$ cat src/hw/smps_pkg.sv
package smps_pkg;

	// ****************************************
	// Register indices and bus address width
	// ****************************************
	localparam logic [11:0] STATUS_SELECT_IDX = 12'h017;
	localparam logic [11:0] MON_SELECT_IDX = 12'h018;
	localparam logic [11:0] LIVE_FLAGS_IDX = 12'h019;
	localparam logic [11:0] IRQ_STATUS_IDX = 12'h01A;
	localparam logic [11:0] IRQ_MASK_IDX = 12'h01B;
	localparam int ADDR_W = 14;

	// ****************************************
	// Field positions
	// ****************************************
	localparam int STATUS_CODE_LSB = 0;
	localparam int STATUS_CODE_W = 6;
	localparam int STATUS_DIV_EN_BIT = 6;
	localparam int MON_CODE_LSB = 0;
	localparam int MON_CODE_W = 5;

	// Flag vector layout
	localparam int FLAG_W = 9;
	localparam int FL_LOCK = 0;
	localparam int FL_REF1_PRES = 1;
	localparam int FL_REF2_PRES = 2;
	localparam int FL_SEL_PRES = 3;
	localparam int FL_UNSEL_PRES = 4;
	localparam int FL_FB_PRES = 5;
	localparam int FL_REF_SEL = 6;
	localparam int FL_REF1_FREQ = 7;
	localparam int FL_REF2_FREQ = 8;

	// Event bits
	localparam int EV_W = 4;
	localparam int EV_LOCK_LOST = 0;
	localparam int EV_REFS_MISSING = 1;
	localparam int EV_FB_LOST = 2;
	localparam int EV_REF_SWITCH = 3;

	// ****************************************
	// Reset values and bus response codes
	// ****************************************
	localparam logic [7:0] STATUS_SELECT_RST = 8'h00;
	localparam logic [7:0] MON_SELECT_RST = 8'h00;
	localparam logic [3:0] IRQ_MASK_RST = 4'h0;
	localparam logic [1:0] RESP_OKAY = 2'h0;
	localparam logic [1:0] RESP_SLVERR = 2'h2;

	typedef enum logic [0:0] {
		SMPS_IDLE = 1'b0,
		SMPS_RESP = 1'b1
	} smps_bus_state_t;

endpackage

$ cat src/hw/smps_mux.sv
module smps_mux (
	// Select codes
	input wire logic [5:0] status_code,
	input wire logic [4:0] mon_code,
	// Sources
	input wire logic [8:0] flags,
	input wire logic first_reference_input,
	input wire logic second_reference_input,
	input wire logic sel_ref_clk,
	input wire logic unsel_ref_clk,
	// Pins
	output logic status_pin,
	output logic reference_monitor_pin
);

	// ****************************************
	// Derived terms
	// ****************************************
	wire logic lock_term;
	wire logic both_missing;
	wire logic pll_supply_level;
	wire logic lkd;
	wire logic fb;
	wire logic rsel;
	assign lkd = flags[smps_pkg::FL_LOCK];
	assign fb = flags[smps_pkg::FL_FB_PRES];
	assign rsel = flags[smps_pkg::FL_REF_SEL];
	assign pll_supply_level = 1'b1;
	assign lock_term = lkd & flags[smps_pkg::FL_SEL_PRES] & fb;
	assign both_missing = ~flags[smps_pkg::FL_REF1_PRES] & ~flags[smps_pkg::FL_REF2_PRES];

	// Pure selection, no clock: glitches on code change are possible
	always_comb begin
		case (status_code)
			6'h2A: status_pin = lock_term;
			6'h2B: status_pin = fb;
			6'h2C: status_pin = rsel;
			6'h2D: status_pin = lkd;
			6'h30, 6'h3F: status_pin = pll_supply_level;
			6'h31: status_pin = first_reference_input;
			6'h32: status_pin = second_reference_input;
			6'h33: status_pin = sel_ref_clk;
			6'h34: status_pin = unsel_ref_clk;
			6'h35: status_pin = ~flags[smps_pkg::FL_SEL_PRES];
			6'h36: status_pin = ~both_missing;
			6'h37: status_pin = ~flags[smps_pkg::FL_REF1_PRES];
			6'h38: status_pin = ~flags[smps_pkg::FL_REF2_PRES];
			6'h39: status_pin = flags[smps_pkg::FL_REF1_PRES] & flags[smps_pkg::FL_REF2_PRES];
			6'h3A: status_pin = ~lock_term;
			6'h3B: status_pin = ~fb;
			6'h3C: status_pin = ~rsel;
			6'h3D: status_pin = ~lkd;
			6'h21: status_pin = first_reference_input;
			6'h22: status_pin = second_reference_input;
			6'h23: status_pin = sel_ref_clk;
			6'h24: status_pin = unsel_ref_clk;
			6'h25: status_pin = both_missing;
			6'h27: status_pin = flags[smps_pkg::FL_REF1_PRES];
			6'h28: status_pin = flags[smps_pkg::FL_REF2_PRES];
			6'h29: status_pin = flags[smps_pkg::FL_REF1_PRES] & flags[smps_pkg::FL_REF2_PRES];
			default: status_pin = 1'b0;
		endcase
	end

	// Bits 7:5 of the register never reach this decoder
	always_comb begin
		case (mon_code)
			5'h00, 5'h06: reference_monitor_pin = 1'b0;
			5'h01: reference_monitor_pin = first_reference_input;
			5'h02: reference_monitor_pin = second_reference_input;
			5'h03: reference_monitor_pin = sel_ref_clk;
			5'h04: reference_monitor_pin = unsel_ref_clk;
			5'h05: reference_monitor_pin = both_missing;
			5'h07: reference_monitor_pin = flags[smps_pkg::FL_REF1_FREQ];
			5'h08: reference_monitor_pin = flags[smps_pkg::FL_REF2_FREQ];
			5'h09, 5'h19: reference_monitor_pin =
				flags[smps_pkg::FL_REF1_FREQ] & flags[smps_pkg::FL_REF2_FREQ];
			5'h0A, 5'h1A: reference_monitor_pin = lock_term;
			5'h0B: reference_monitor_pin = fb;
			5'h0C: reference_monitor_pin = rsel;
			5'h0D: reference_monitor_pin = lkd;
			5'h10, 5'h1F: reference_monitor_pin = pll_supply_level;
			5'h11: reference_monitor_pin = first_reference_input;
			5'h12: reference_monitor_pin = second_reference_input;
			5'h13: reference_monitor_pin = sel_ref_clk;
			5'h14: reference_monitor_pin = unsel_ref_clk;
			5'h15: reference_monitor_pin = ~flags[smps_pkg::FL_SEL_PRES];
			5'h16: reference_monitor_pin = ~flags[smps_pkg::FL_UNSEL_PRES];
			5'h17: reference_monitor_pin = ~flags[smps_pkg::FL_REF1_FREQ];
			5'h18: reference_monitor_pin = ~flags[smps_pkg::FL_REF2_FREQ];
			5'h1B: reference_monitor_pin = ~fb;
			5'h1C: reference_monitor_pin = ~rsel;
			5'h1D: reference_monitor_pin = ~lkd;
			default: reference_monitor_pin = 1'b0;
		endcase
	end

endmodule

$ cat src/hw/smps_top.sv
module smps_top (
	// Clock and reset
	input wire logic sys_clk,
	input wire logic rst,
	// AXI4-Lite write address
	input wire logic [13:0] s_axi_awaddr,
	input wire logic [2:0] s_axi_awprot,
	input wire logic s_axi_awvalid,
	output logic s_axi_awready,
	// AXI4-Lite write data
	input wire logic [31:0] s_axi_wdata,
	input wire logic [3:0] s_axi_wstrb,
	input wire logic s_axi_wvalid,
	output logic s_axi_wready,
	// AXI4-Lite write response
	output logic [1:0] s_axi_bresp,
	output logic s_axi_bvalid,
	input wire logic s_axi_bready,
	// AXI4-Lite read address
	input wire logic [13:0] s_axi_araddr,
	input wire logic [2:0] s_axi_arprot,
	input wire logic s_axi_arvalid,
	output logic s_axi_arready,
	// AXI4-Lite read data
	output logic [31:0] s_axi_rdata,
	output logic [1:0] s_axi_rresp,
	output logic s_axi_rvalid,
	input wire logic s_axi_rready,
	// PLL status flags, asynchronous levels
	input wire logic digital_lock_detect,
	input wire logic ref1_present,
	input wire logic ref2_present,
	input wire logic sel_ref_present,
	input wire logic unsel_ref_present,
	input wire logic fb_clk_present,
	input wire logic ref_sel_second,
	input wire logic ref1_freq_ok,
	input wire logic ref2_freq_ok,
	// Reference clocks
	input wire logic first_reference_input,
	input wire logic second_reference_input,
	input wire logic sel_ref_clk,
	input wire logic unsel_ref_clk,
	// Monitor pins and controls
	output logic status_pin,
	output logic reference_monitor_pin,
	output logic status_div_en,
	// Interrupt
	output logic irq
);

	// ****************************************
	// Address helpers
	// ****************************************
	function automatic logic [13:0] reg_addr(input logic [11:0] idx);
		reg_addr = {idx, 2'b00};
	endfunction

	function automatic logic word_hit(input logic [13:0] addr, input logic [11:0] idx);
		word_hit = (addr[13:2] == idx);
	endfunction

	// ****************************************
	// Declarations
	// ****************************************
	logic [7:0] status_select_q;
	logic [7:0] status_select_d;
	logic [7:0] mon_select_q;
	logic [7:0] mon_select_d;
	logic [3:0] irq_mask_q;
	logic [3:0] irq_mask_d;
	logic [3:0] irq_status_q;
	logic [3:0] irq_status_d;
	logic [8:0] meta_q;
	logic [8:0] flags_q;
	logic [8:0] flags_prev_q;
	logic [13:0] awaddr_q;
	logic aw_have_q;
	logic [31:0] wdata_q;
	logic [3:0] wstrb_q;
	logic w_have_q;
	smps_pkg::smps_bus_state_t wr_state_q;
	smps_pkg::smps_bus_state_t wr_state_d;
	smps_pkg::smps_bus_state_t rd_state_q;
	smps_pkg::smps_bus_state_t rd_state_d;
	logic [1:0] bresp_q;
	logic [31:0] rdata_q;
	logic [1:0] rresp_q;
	wire logic [8:0] raw_flags;
	wire logic aw_take;
	wire logic w_take;
	wire logic ar_take;
	wire logic wr_fire;
	wire logic [13:0] wr_addr;
	wire logic [31:0] wr_data;
	wire logic wr_lane0;
	wire logic hit_w_status;
	wire logic hit_w_refmon;
	wire logic hit_w_mask;
	wire logic hit_w_any;
	wire logic hit_r_status;
	wire logic hit_r_refmon;
	wire logic hit_r_live;
	wire logic hit_r_irq;
	wire logic hit_r_mask;
	wire logic hit_r_any;
	wire logic [31:0] rd_value;
	wire logic [3:0] events;
	wire logic both_missing_now;
	wire logic both_missing_prev;
	wire logic irq_rd_clear;

	// ****************************************
	// Flag synchronisers
	// ****************************************
	assign raw_flags = {ref2_freq_ok, ref1_freq_ok, ref_sel_second, fb_clk_present,
		unsel_ref_present, sel_ref_present, ref2_present, ref1_present, digital_lock_detect};

	// Only the second stage feeds the live flag read; it and the third stage (flags_prev_q) feed the event logic
	always_ff @(posedge sys_clk) begin
		if (rst) begin
			meta_q <= 9'h000;
			flags_q <= 9'h000;
			flags_prev_q <= 9'h000;
		end else begin
			meta_q <= raw_flags;
			flags_q <= meta_q;
			flags_prev_q <= flags_q;
		end
	end

	// ****************************************
	// Pin selection
	// ****************************************
	// Raw flags drive the pins: an observer sees them with no sampling delay
	smps_mux u_mux (
		.status_code(status_select_q[smps_pkg::STATUS_CODE_LSB +: smps_pkg::STATUS_CODE_W]),
		.mon_code(mon_select_q[smps_pkg::MON_CODE_LSB +: smps_pkg::MON_CODE_W]),
		.flags(raw_flags),
		.first_reference_input(first_reference_input),
		.second_reference_input(second_reference_input),
		.sel_ref_clk(sel_ref_clk),
		.unsel_ref_clk(unsel_ref_clk),
		.status_pin(status_pin),
		.reference_monitor_pin(reference_monitor_pin)
	);

	// Divider itself lives elsewhere; only the enable bit is kept here
	assign status_div_en = status_select_q[smps_pkg::STATUS_DIV_EN_BIT];

	// ****************************************
	// Write channel
	// ****************************************
	assign s_axi_awready = ~aw_have_q & (wr_state_q == smps_pkg::SMPS_IDLE);
	assign s_axi_wready = ~w_have_q & (wr_state_q == smps_pkg::SMPS_IDLE);
	assign aw_take = s_axi_awvalid & s_axi_awready;
	assign w_take = s_axi_wvalid & s_axi_wready;
	assign wr_addr = aw_take ? s_axi_awaddr : awaddr_q;
	assign wr_data = w_take ? s_axi_wdata : wdata_q;
	assign wr_lane0 = w_take ? s_axi_wstrb[0] : wstrb_q[0];
	assign wr_fire = (wr_state_q == smps_pkg::SMPS_IDLE) & (aw_take | aw_have_q)
		& (w_take | w_have_q);

	assign hit_w_status = word_hit(wr_addr, smps_pkg::STATUS_SELECT_IDX);
	assign hit_w_refmon = word_hit(wr_addr, smps_pkg::MON_SELECT_IDX);
	assign hit_w_mask = word_hit(wr_addr, smps_pkg::IRQ_MASK_IDX);
	assign hit_w_any = hit_w_status | hit_w_refmon | hit_w_mask
		| word_hit(wr_addr, smps_pkg::LIVE_FLAGS_IDX) | word_hit(wr_addr, smps_pkg::IRQ_STATUS_IDX);

	assign status_select_d = (wr_fire & hit_w_status & wr_lane0) ? wr_data[7:0] : status_select_q;
	// All eight bits stored, only the low five decoded
	assign mon_select_d = (wr_fire & hit_w_refmon & wr_lane0) ? wr_data[7:0]
		: mon_select_q;
	assign irq_mask_d = (wr_fire & hit_w_mask & wr_lane0) ? wr_data[3:0] : irq_mask_q;

	always_comb begin
		wr_state_d = wr_state_q;
		case (wr_state_q)
			smps_pkg::SMPS_IDLE: begin
				if (wr_fire) begin
					wr_state_d = smps_pkg::SMPS_RESP;
				end
			end
			smps_pkg::SMPS_RESP: begin
				if (s_axi_bready) begin
					wr_state_d = smps_pkg::SMPS_IDLE;
				end
			end
			default: wr_state_d = smps_pkg::SMPS_IDLE;
		endcase
	end

	always_ff @(posedge sys_clk) begin
		if (rst) begin
			wr_state_q <= smps_pkg::SMPS_IDLE;
			aw_have_q <= 1'b0;
			w_have_q <= 1'b0;
			awaddr_q <= 14'h0000;
			wdata_q <= 32'h00000000;
			wstrb_q <= 4'h0;
			bresp_q <= smps_pkg::RESP_OKAY;
		end else begin
			wr_state_q <= wr_state_d;
			aw_have_q <= wr_fire ? 1'b0 : (aw_have_q | aw_take);
			w_have_q <= wr_fire ? 1'b0 : (w_have_q | w_take);
			if (aw_take) begin
				awaddr_q <= s_axi_awaddr;
			end
			if (w_take) begin
				wdata_q <= s_axi_wdata;
				wstrb_q <= s_axi_wstrb;
			end
			if (wr_fire) begin
				bresp_q <= hit_w_any ? smps_pkg::RESP_OKAY : smps_pkg::RESP_SLVERR;
			end
		end
	end

	assign s_axi_bvalid = (wr_state_q == smps_pkg::SMPS_RESP);
	assign s_axi_bresp = bresp_q;

	// ****************************************
	// Read channel
	// ****************************************
	assign s_axi_arready = (rd_state_q == smps_pkg::SMPS_IDLE);
	assign ar_take = s_axi_arvalid & s_axi_arready;
	assign hit_r_status = word_hit(s_axi_araddr, smps_pkg::STATUS_SELECT_IDX);
	assign hit_r_refmon = word_hit(s_axi_araddr, smps_pkg::MON_SELECT_IDX);
	assign hit_r_live = word_hit(s_axi_araddr, smps_pkg::LIVE_FLAGS_IDX);
	assign hit_r_irq = word_hit(s_axi_araddr, smps_pkg::IRQ_STATUS_IDX);
	assign hit_r_mask = word_hit(s_axi_araddr, smps_pkg::IRQ_MASK_IDX);
	assign hit_r_any = hit_r_status | hit_r_refmon | hit_r_live | hit_r_irq | hit_r_mask;
	assign rd_value = hit_r_status ? {24'h000000, status_select_q}
		: hit_r_refmon ? {24'h000000, mon_select_q}
		: hit_r_live ? {23'h000000, flags_q}
		: hit_r_irq ? {28'h0000000, irq_status_q}
		: hit_r_mask ? {28'h0000000, irq_mask_q}
		: 32'h00000000;
	assign irq_rd_clear = ar_take & hit_r_irq;

	always_comb begin
		rd_state_d = rd_state_q;
		case (rd_state_q)
			smps_pkg::SMPS_IDLE: begin
				if (ar_take) begin
					rd_state_d = smps_pkg::SMPS_RESP;
				end
			end
			smps_pkg::SMPS_RESP: begin
				if (s_axi_rready) begin
					rd_state_d = smps_pkg::SMPS_IDLE;
				end
			end
			default: rd_state_d = smps_pkg::SMPS_IDLE;
		endcase
	end

	always_ff @(posedge sys_clk) begin
		if (rst) begin
			rd_state_q <= smps_pkg::SMPS_IDLE;
			rdata_q <= 32'h00000000;
			rresp_q <= smps_pkg::RESP_OKAY;
		end else begin
			rd_state_q <= rd_state_d;
			if (ar_take) begin
				rdata_q <= rd_value;
				rresp_q <= hit_r_any ? smps_pkg::RESP_OKAY : smps_pkg::RESP_SLVERR;
			end
		end
	end

	assign s_axi_rvalid = (rd_state_q == smps_pkg::SMPS_RESP);
	assign s_axi_rdata = rdata_q;
	assign s_axi_rresp = rresp_q;

	// ****************************************
	// Events and interrupt
	// ****************************************
	assign both_missing_now = ~flags_q[smps_pkg::FL_REF1_PRES] & ~flags_q[smps_pkg::FL_REF2_PRES];
	assign both_missing_prev = ~flags_prev_q[smps_pkg::FL_REF1_PRES]
		& ~flags_prev_q[smps_pkg::FL_REF2_PRES];
	assign events[smps_pkg::EV_LOCK_LOST] = flags_prev_q[smps_pkg::FL_LOCK]
		& ~flags_q[smps_pkg::FL_LOCK];
	assign events[smps_pkg::EV_REFS_MISSING] = both_missing_now & ~both_missing_prev;
	assign events[smps_pkg::EV_FB_LOST] = flags_prev_q[smps_pkg::FL_FB_PRES]
		& ~flags_q[smps_pkg::FL_FB_PRES];
	assign events[smps_pkg::EV_REF_SWITCH] = flags_prev_q[smps_pkg::FL_REF_SEL]
		^ flags_q[smps_pkg::FL_REF_SEL];

	// New event beats the read clear in the same cycle
	assign irq_status_d = (irq_rd_clear ? 4'h0 : irq_status_q) | events;

	always_ff @(posedge sys_clk) begin
		if (rst) begin
			status_select_q <= smps_pkg::STATUS_SELECT_RST;
			mon_select_q <= smps_pkg::MON_SELECT_RST;
			irq_mask_q <= smps_pkg::IRQ_MASK_RST;
			irq_status_q <= 4'h0;
		end else begin
			status_select_q <= status_select_d;
			mon_select_q <= mon_select_d;
			irq_mask_q <= irq_mask_d;
			irq_status_q <= irq_status_d;
		end
	end

	assign irq = |(irq_status_q & irq_mask_q);

endmodule

$ cat config.mk
export PLATFORM = sky130hd
export DESIGN_NAME = smps_top
export DESIGN_NICKNAME = d
export VERILOG_FILES = /design/src/hw/smps_pkg.sv /design/src/hw/smps_mux.sv /design/src/hw/smps_top.sv
export SDC_FILE = /design/constraint.sdc
export NUM_CORES = 1
export LEC_CHECK = 0
export BUFFER_PORTS_ARGS = -buffer_cell sky130_fd_sc_hd__buf_2
export CAP_MARGIN = 20
export CELL_PAD_IN_SITES_DETAIL_PLACEMENT = 2
export CELL_PAD_IN_SITES_GLOBAL_PLACEMENT = 2
export CORE_MARGIN = 5
export CORE_UTILIZATION = 29
export CTS_CLUSTER_SIZE = 25
export DETAILED_ROUTE_END_ITERATION = 8
export PLACE_DENSITY_LB_ADDON = 0.08
export SYNTH_ARGS = -nofsm -noshare
export SYNTH_HDL_FRONTEND = slang
export SYNTH_SLANG_ARGS = --single-unit
$ cat constraint.sdc
create_clock -name sys_clk -period 2.2 [get_ports sys_clk]
set_input_delay 0.44 -clock sys_clk [delete_from_list [all_inputs] [get_ports sys_clk]]
set_output_delay 0.44 -clock sys_clk [all_outputs]
set_load 0.005 [all_outputs]
# [After elaboration in Yosys (flattened, before gate mapping)]
# Index checks and enable logic that the tools add are counted.
# Widths: inputs -> output; s select.
[op_classes] addsub=0 n_mul=0 div=0 magnitude_cmp=0 n_eq_ne=64 n_shift=0 n_mux=19 bitwise=59 n_reduce_logical=15
[ops] operator="$eq 6x6->1 const B" count=27
[ops] operator="$eq 12x5->1 const B" count=10
[ops] operator="$eq 5x5->1 const B" count=15
[ops] operator="$eq 5x4->1 const B" count=6
[ops] operator="$reduce_or 2->1" count=14
[ops] operator="$mux 9" count=3
[ops] operator="$and 1x1->1" count=24
[ops] operator="$not 1->1" count=22
[ops] operator="$pmux 1 s21" count=1
[ops] operator="$pmux 1 s20" count=1
[ops] operator="$eq 5x3->1 const B" count=3
[ops] operator="$mux 14" count=1
[ops] operator="$mux 4" count=3
[ops] operator="$eq 5x2->1 const B" count=2
[ops] operator="$or 1x1->1" count=10
[ops] operator="$mux 8" count=1
[ops] operator="$eq 5x1->1 const B" count=1
[ops] operator="$mux 1" count=5
[ops] operator="$and 4x4->4" count=1
[ops] operator="$mux 2" count=2
[ops] operator="$or 4x4->4" count=1
[ops] operator="$pmux 1 s2" count=2
[ops] operator="$reduce_or 4->1" count=1
[ops] operator="$xor 1x1->1" count=1
[totals] regBits=112 latchBits=0 mem_bits_rw=0 rom_bits=0 in_bits=90 out_inout_bits=45 memories=0

# [Longest topological paths before layout]
[depth] ltp_word=10 ltp_mapped=8

# [Cells and area by module]
# A second synthesis with hierarchy kept.
[unflattened] cells_unflattened=463 area_unflattened_um2=4190.3
[by_module_without_submodules] module="smps_top" n_inst=1 cells_each=388 area_per_inst_um2=3638.5 seq_area_each_um2=1661.6
[by_module_without_submodules] module="smps_mux" n_inst=1 cells_each=75 area_per_inst_um2=551.8 seq_area_each_um2=0.0

# [Least setup slack after synthesis]
# OpenSTA, ideal clock, no wires.
[synth_path] path_kind="reg2out" start="reg status_select_q[4]" end="out status_pin" t_arrival_ps=1551 t_required_ps=1760 path_slack_ps=209 stages_incl_launch_ff=7 path_buffers=1 path_cell_list="dfxtp_1 clkbuf_1 nand3b_1 o21ai_0 a21oi_1 o21ai_0 or4_1"
[synth_via] elab_chain_len=3 word_cells_on_any_way=34
[synth_lines] item="start: declaration" line_no="smps_top.sv:66" rtl="logic [7:0] status_select_q;"
[synth_lines] item="start signal: assignment" line_no="smps_top.sv:295" rtl="status_select_q <= smps_pkg::STATUS_SELECT_RST;"
[synth_lines] item="start signal: assignment" line_no="smps_top.sv:300" rtl="status_select_q <= status_select_d;"
[synth_lines] item="$eq 6x6->1" line_no="smps_mux.sv:34" rtl="case (status_code)"
[synth_lines] item="$reduce_or 2->1, on equally long branches"
[synth_lines] item="$pmux 1 s21 *" line_no="smps_mux.sv:34"
[synth_lines] item="end: declaration" line_no="smps_top.sv:45" rtl="output logic status_pin,"
# Every way passes the cells marked *; elsewhere a longest branch is shown, timed or not.

# [Worst setup path after layout]
[layout_path] start="reg status_select_q[3]" end="out status_pin"
# Same word-level chain as after synthesis.

==> tab_implementation.tex <==
\begin{tabular}{lr}
\hline
Metric & Value \\
\hline
\multicolumn{2}{l}{\textbf{Worst setup path}} \\
\quad Chain of cells forming the critical path & and4b\_1 > nor3b\_1 > o21ai\_1 > o21ai\_0 > or4\_1 > buf\_2 \\
\quad Category of the worst setup path capture point & output pin \\
\quad Worst path arrival time & 1.87 ns \\
\quad Delay of the slowest critical-path stage & 0.41 ns \\
\quad Max stage delay cell, worst path & sky130\_fd\_sc\_hd\_\_dfxtp\_4 \\
\quad Crit Path Class & flip-flop to output pin \\
\quad Critical path startpoint category & flip-flop \\
\quad Endpoint required time on the critical path & 1.76 ns \\
\quad Biggest fanout along the worst timing path & 12 \\
\multicolumn{2}{l}{\textbf{Yosys}} \\
\quad Fraction of synthesis flops using an asynchronous set or reset pin & 0\% \\
\quad Post-synthesis sequential area ratio & 41.3\% \\
\quad Number of enable-type register cells in the synthesized netlist & 0 \\
\quad Count of mapped cells out of synthesis & 475 \\
\quad Distinct cell type count after synthesis & 50 \\
\quad Syn\_area\_per\_cell & 8.46 um2 \\
\quad Flip-flop cell with the highest count after synthesis & sky130\_fd\_sc\_hd\_\_dfxtp\_1 \\
\quad Summed instance area of the synthesized netlist & 0.00402 mm2 \\
\quad Number of warnings issued by yosys & 0 \\
\quad Flip-flop and latch count after synthesis & 83 \\
\multicolumn{2}{l}{\textbf{Power}} \\
\quad Leakage & 2.07 nW \\
\quad Power density over cell area & 688 mW/mm2 \\
\quad Maximum ir drop on the vdd rail & 0.416 mV \\
\multicolumn{2}{l}{\textbf{CTS}} \\
\quad Clk root buf & sky130\_fd\_sc\_hd\_\_clkbuf\_16 \\
\quad Clock slew at reported path FFs & 0.06 ns \\
\quad Clock Tree Buf Depth & 2 \\
\quad Sinks on Clock Net & 83 \\
\quad Clock tree from TritonCTS & built \\
\quad Number of CTS-inserted buffers & 9 \\
\quad H-tree levels & 3 \\
\quad CTS Hold Buffers Added & 0 \\
\quad Clock latency on the worst-skew pair & 0.34 ns \\
\multicolumn{2}{l}{\textbf{Layout}} \\
\quad Growth of design area from synthesis to finish & 26.2\% \\
\quad Multi-input gate area in the final layout & 0.00214 mm2 \\
\quad Most common cell after layout, fill and taps aside & sky130\_fd\_sc\_hd\_\_dfxtp\_1 \\
\quad Final std cell area, no fill & 0.00507 mm2 \\
\quad \# nets final & 652 \\
\quad Count of antenna diodes in the layout & 0 \\
\quad Area of all sequential standard cells & 0.00168 mm2 \\
\quad Count of filler cells inserted in the layout & 1592 \\
\quad Most frequent cells in the layout & sky130\_fd\_sc\_hd\_\_dfxtp\_1, sky130\_fd\_sc\_hd\_\_buf\_2, sky130\_fd\_sc\_hd\_\_nand2\_1 \\
\quad Final core area utilization & 37.0\% \\
\quad Layout cells sized above 1 & 30.2\% \\
\multicolumn{2}{l}{\textbf{Flow run}} \\
\quad Max-Cap Viols & 0 \\
\multicolumn{2}{l}{\textbf{Timing}} \\
\quad Max-slew violation count & 0 \\
\quad Unrepaired setup endpoints after global routing & true \\
\quad Fmax achieved & 432 MHz \\
\quad Share of the clock period used by the worst path & 105\% \\
\quad Setup tns final & -0.115 ns \\
\quad Final setup violating endpoints & 1 \\
\quad Setup slack after layout & -0.115 ns \\
\quad Worst hold slack after final layout & 0.346 ns \\
\quad Post-layout min period & 2.31 ns \\
\quad Setup clock skew after layout & 0.00677 ns \\
\quad Number of endpoints with negative hold slack in the final report & 0 \\
\multicolumn{2}{l}{\textbf{Routing}} \\
\quad Via count normalized by instance count & 4.76 \\
\quad Average wire per standard cell & 16.7 um \\
\quad Initial DRT Pass Iterations & 4 \\
\quad Final ANT Viol Nets & 0 \\
\quad Iteration-0 DRC count of the detailed router & 115 \\
\quad Final wirelength & 12400 um \\
\quad Vias & 3552 \\
\quad Remaining design rule violation count & 0 \\
\multicolumn{2}{l}{\textbf{Global routing}} \\
\quad Pin count of the biggest net entering global routing & 58 \\
\quad Number of global-route vias before repair & 3832 \\
\quad GRT Residual Overflow & 0 \\
\quad Overall global routing resource usage & 15.4\% \\
\quad Wire length of the first global-routing pass & 20000 um \\
\quad Number of antenna violations at the first check in global routing & 0 \\
\multicolumn{2}{l}{\textbf{Floorplan}} \\
\quad Initial Util & 29.3\% \\
\quad Top Ports & 135 \\
\quad Floorplan row count & 43 \\
\quad Floorplan die height & 128 um \\
\quad Die footprint & 0.0163 mm2 \\
\quad Core area & 0.0137 mm2 \\
\quad Die Wd & 128 um \\
\multicolumn{2}{l}{\textbf{Outcome}} \\
\quad Status & finished with violations \\
\quad Violated checks & setup timing \\
\multicolumn{2}{l}{\textbf{Worst hold path}} \\
\quad HP Class & input pin to flip-flop \\
\multicolumn{2}{l}{\textbf{Place}} \\
\quad Port Buffer Count & 72 \\
\quad Standard cell area after detailed placement & 0.00465 mm2 \\
\quad Final estimated routing congestion in global placement & 0.755 \\
\quad Placed wire-length estimate & 9520 um \\
\hline
\end{tabular}
-- through the flow --
| stage | instances | total power [W] | setup slack [ns] |
|---|---|---|---|
| global route | 747 | 0.00365 | -0.246 |
| CTS | 744 | 0.00354 | -0.135 |
| finish | 747 | 0.00349 | -0.115 |
| floorplan | 499 | 0.00185 | 0.209 |
| global placement | 727 | 0.00198 | -0.121 |
| detailed placement | 727 | 0.00200 | -0.124 |
-- cells in the mapped netlist, drive strengths merged (2+ instances only) --
cell type | count | area share [%]
nand2 | 67 | 6.3
a21oi | 38 | 4.7
a22o | 4 | 0.87
clkbuf | 24 | 2.2
nand3 | 8 | 1.0
a211oi | 2 | 0.50
a311oi | 2 | 0.44
nor4b | 2 | 0.44
buf | 33 | 6.0
xor2 | 4 | 0.87
dfxtp | 83 | 41
nand4 | 5 | 0.78
inv | 8 | 0.75
mux2 | 25 | 7.0
nor3b | 4 | 1.2
or4 | 2 | 0.37
nor2b | 43 | 6.7
nor4 | 5 | 0.78
nand4b | 3 | 0.65
nand3b | 4 | 0.75
a22oi | 10 | 1.9
o221ai | 2 | 0.44
nor4bb | 3 | 0.75
nor3 | 12 | 1.5
and4b | 2 | 0.50
o21ai | 17 | 2.1
or3b | 2 | 0.44
nand2b | 7 | 1.1
mux2i | 8 | 2.0
nor2 | 31 | 2.9
o21a | 4 | 0.75
-- path summary, 6_finish.rpt --
path | to | start | cells after the start | slack, ns
worst max-delay path | status_pin | status_select_q[3] | 6 | -0.11
worst min-delay path | meta_q[4] | unsel_ref_present | 2 | 0.35
worst max register to register | status_select_q[2] | awaddr_q[8] | 6 | 0.13
worst min register to register | flags_q[7] | meta_q[7] | 1 | 0.44
-- flip-flops by register name (all words and copies together) (netlist names), 4 cells and up --
| signal | cells |
|---|---|
| meta_q | 9 |
| s_axi_rdata | 9 |
| irq_mask_q | 4 |
| awaddr_q | 12 |
| status_select_q | 8 |
| irq_status_q | 4 |
| mon_select_q | 8 |
| flags_q | 9 |
| flags_prev_q | 5 |
| wdata_q | 8 |
-- cells by family after synthesis --
logic type	share of synthesized area, %
AND/OR/NAND/NOR	26.8
other	0.0933
multiplexers	8.99
AO/OA/AOI/OAI	12.9
buffers and inverters	8.99
XOR/XNOR	0.871
flip-flops	41.3
-- area by class of cell --
| cell class | count | area share, % |
|---|---|---|
| inverters | 8 | 0.592 |
| multi-input cells | 351 | 42.2 |
| flip-flops and latches | 83 | 33.2 |
| repair buffers | 109 | 13.6 |
| clock buffers | 9 | 4.44 |
| well taps | 180 | 4.44 |
| clock inverters | 7 | 1.50 |
-- repair_timing --
action	CTS	global route
endpoints found under the setup margin	2	18
pin swaps	3	5
buffers inserted	1	3
resized for setup	18	14
-- routing by layer --
layer | routed length (um) | vias to the layer above | track usage, %
met3 | 408 | 10 | 2.79
met5 | 0 | - | 0
met2 | 6350 | 62 | 27.1
met1 | 5530 | 1729 | 19.4
met4 | 151 | 0 | 4.31
li1 | - | 1751 | -
-- power breakdown --
part	total (W)	leakage (nW)	switching [W]	internal, W
logic	0.000368	1.26	0.000215	0.000153
registers	0.00159	0.683	0.0000341	0.00156
clock network	0.00153	0.130	0.000649	0.000883
total	0.00349	2.07	0.000899	0.00259
-- critical path: cells and delay by family (launching register included) --
kind	cells	cell delay [ns]
AND/OR/NAND/NOR	3	0.78
flip-flops	1	0.41
AO/OA/AOI/OAI	2	0.21
buffers and inverters	1	0.15
(Power assumes the default switching activity.)
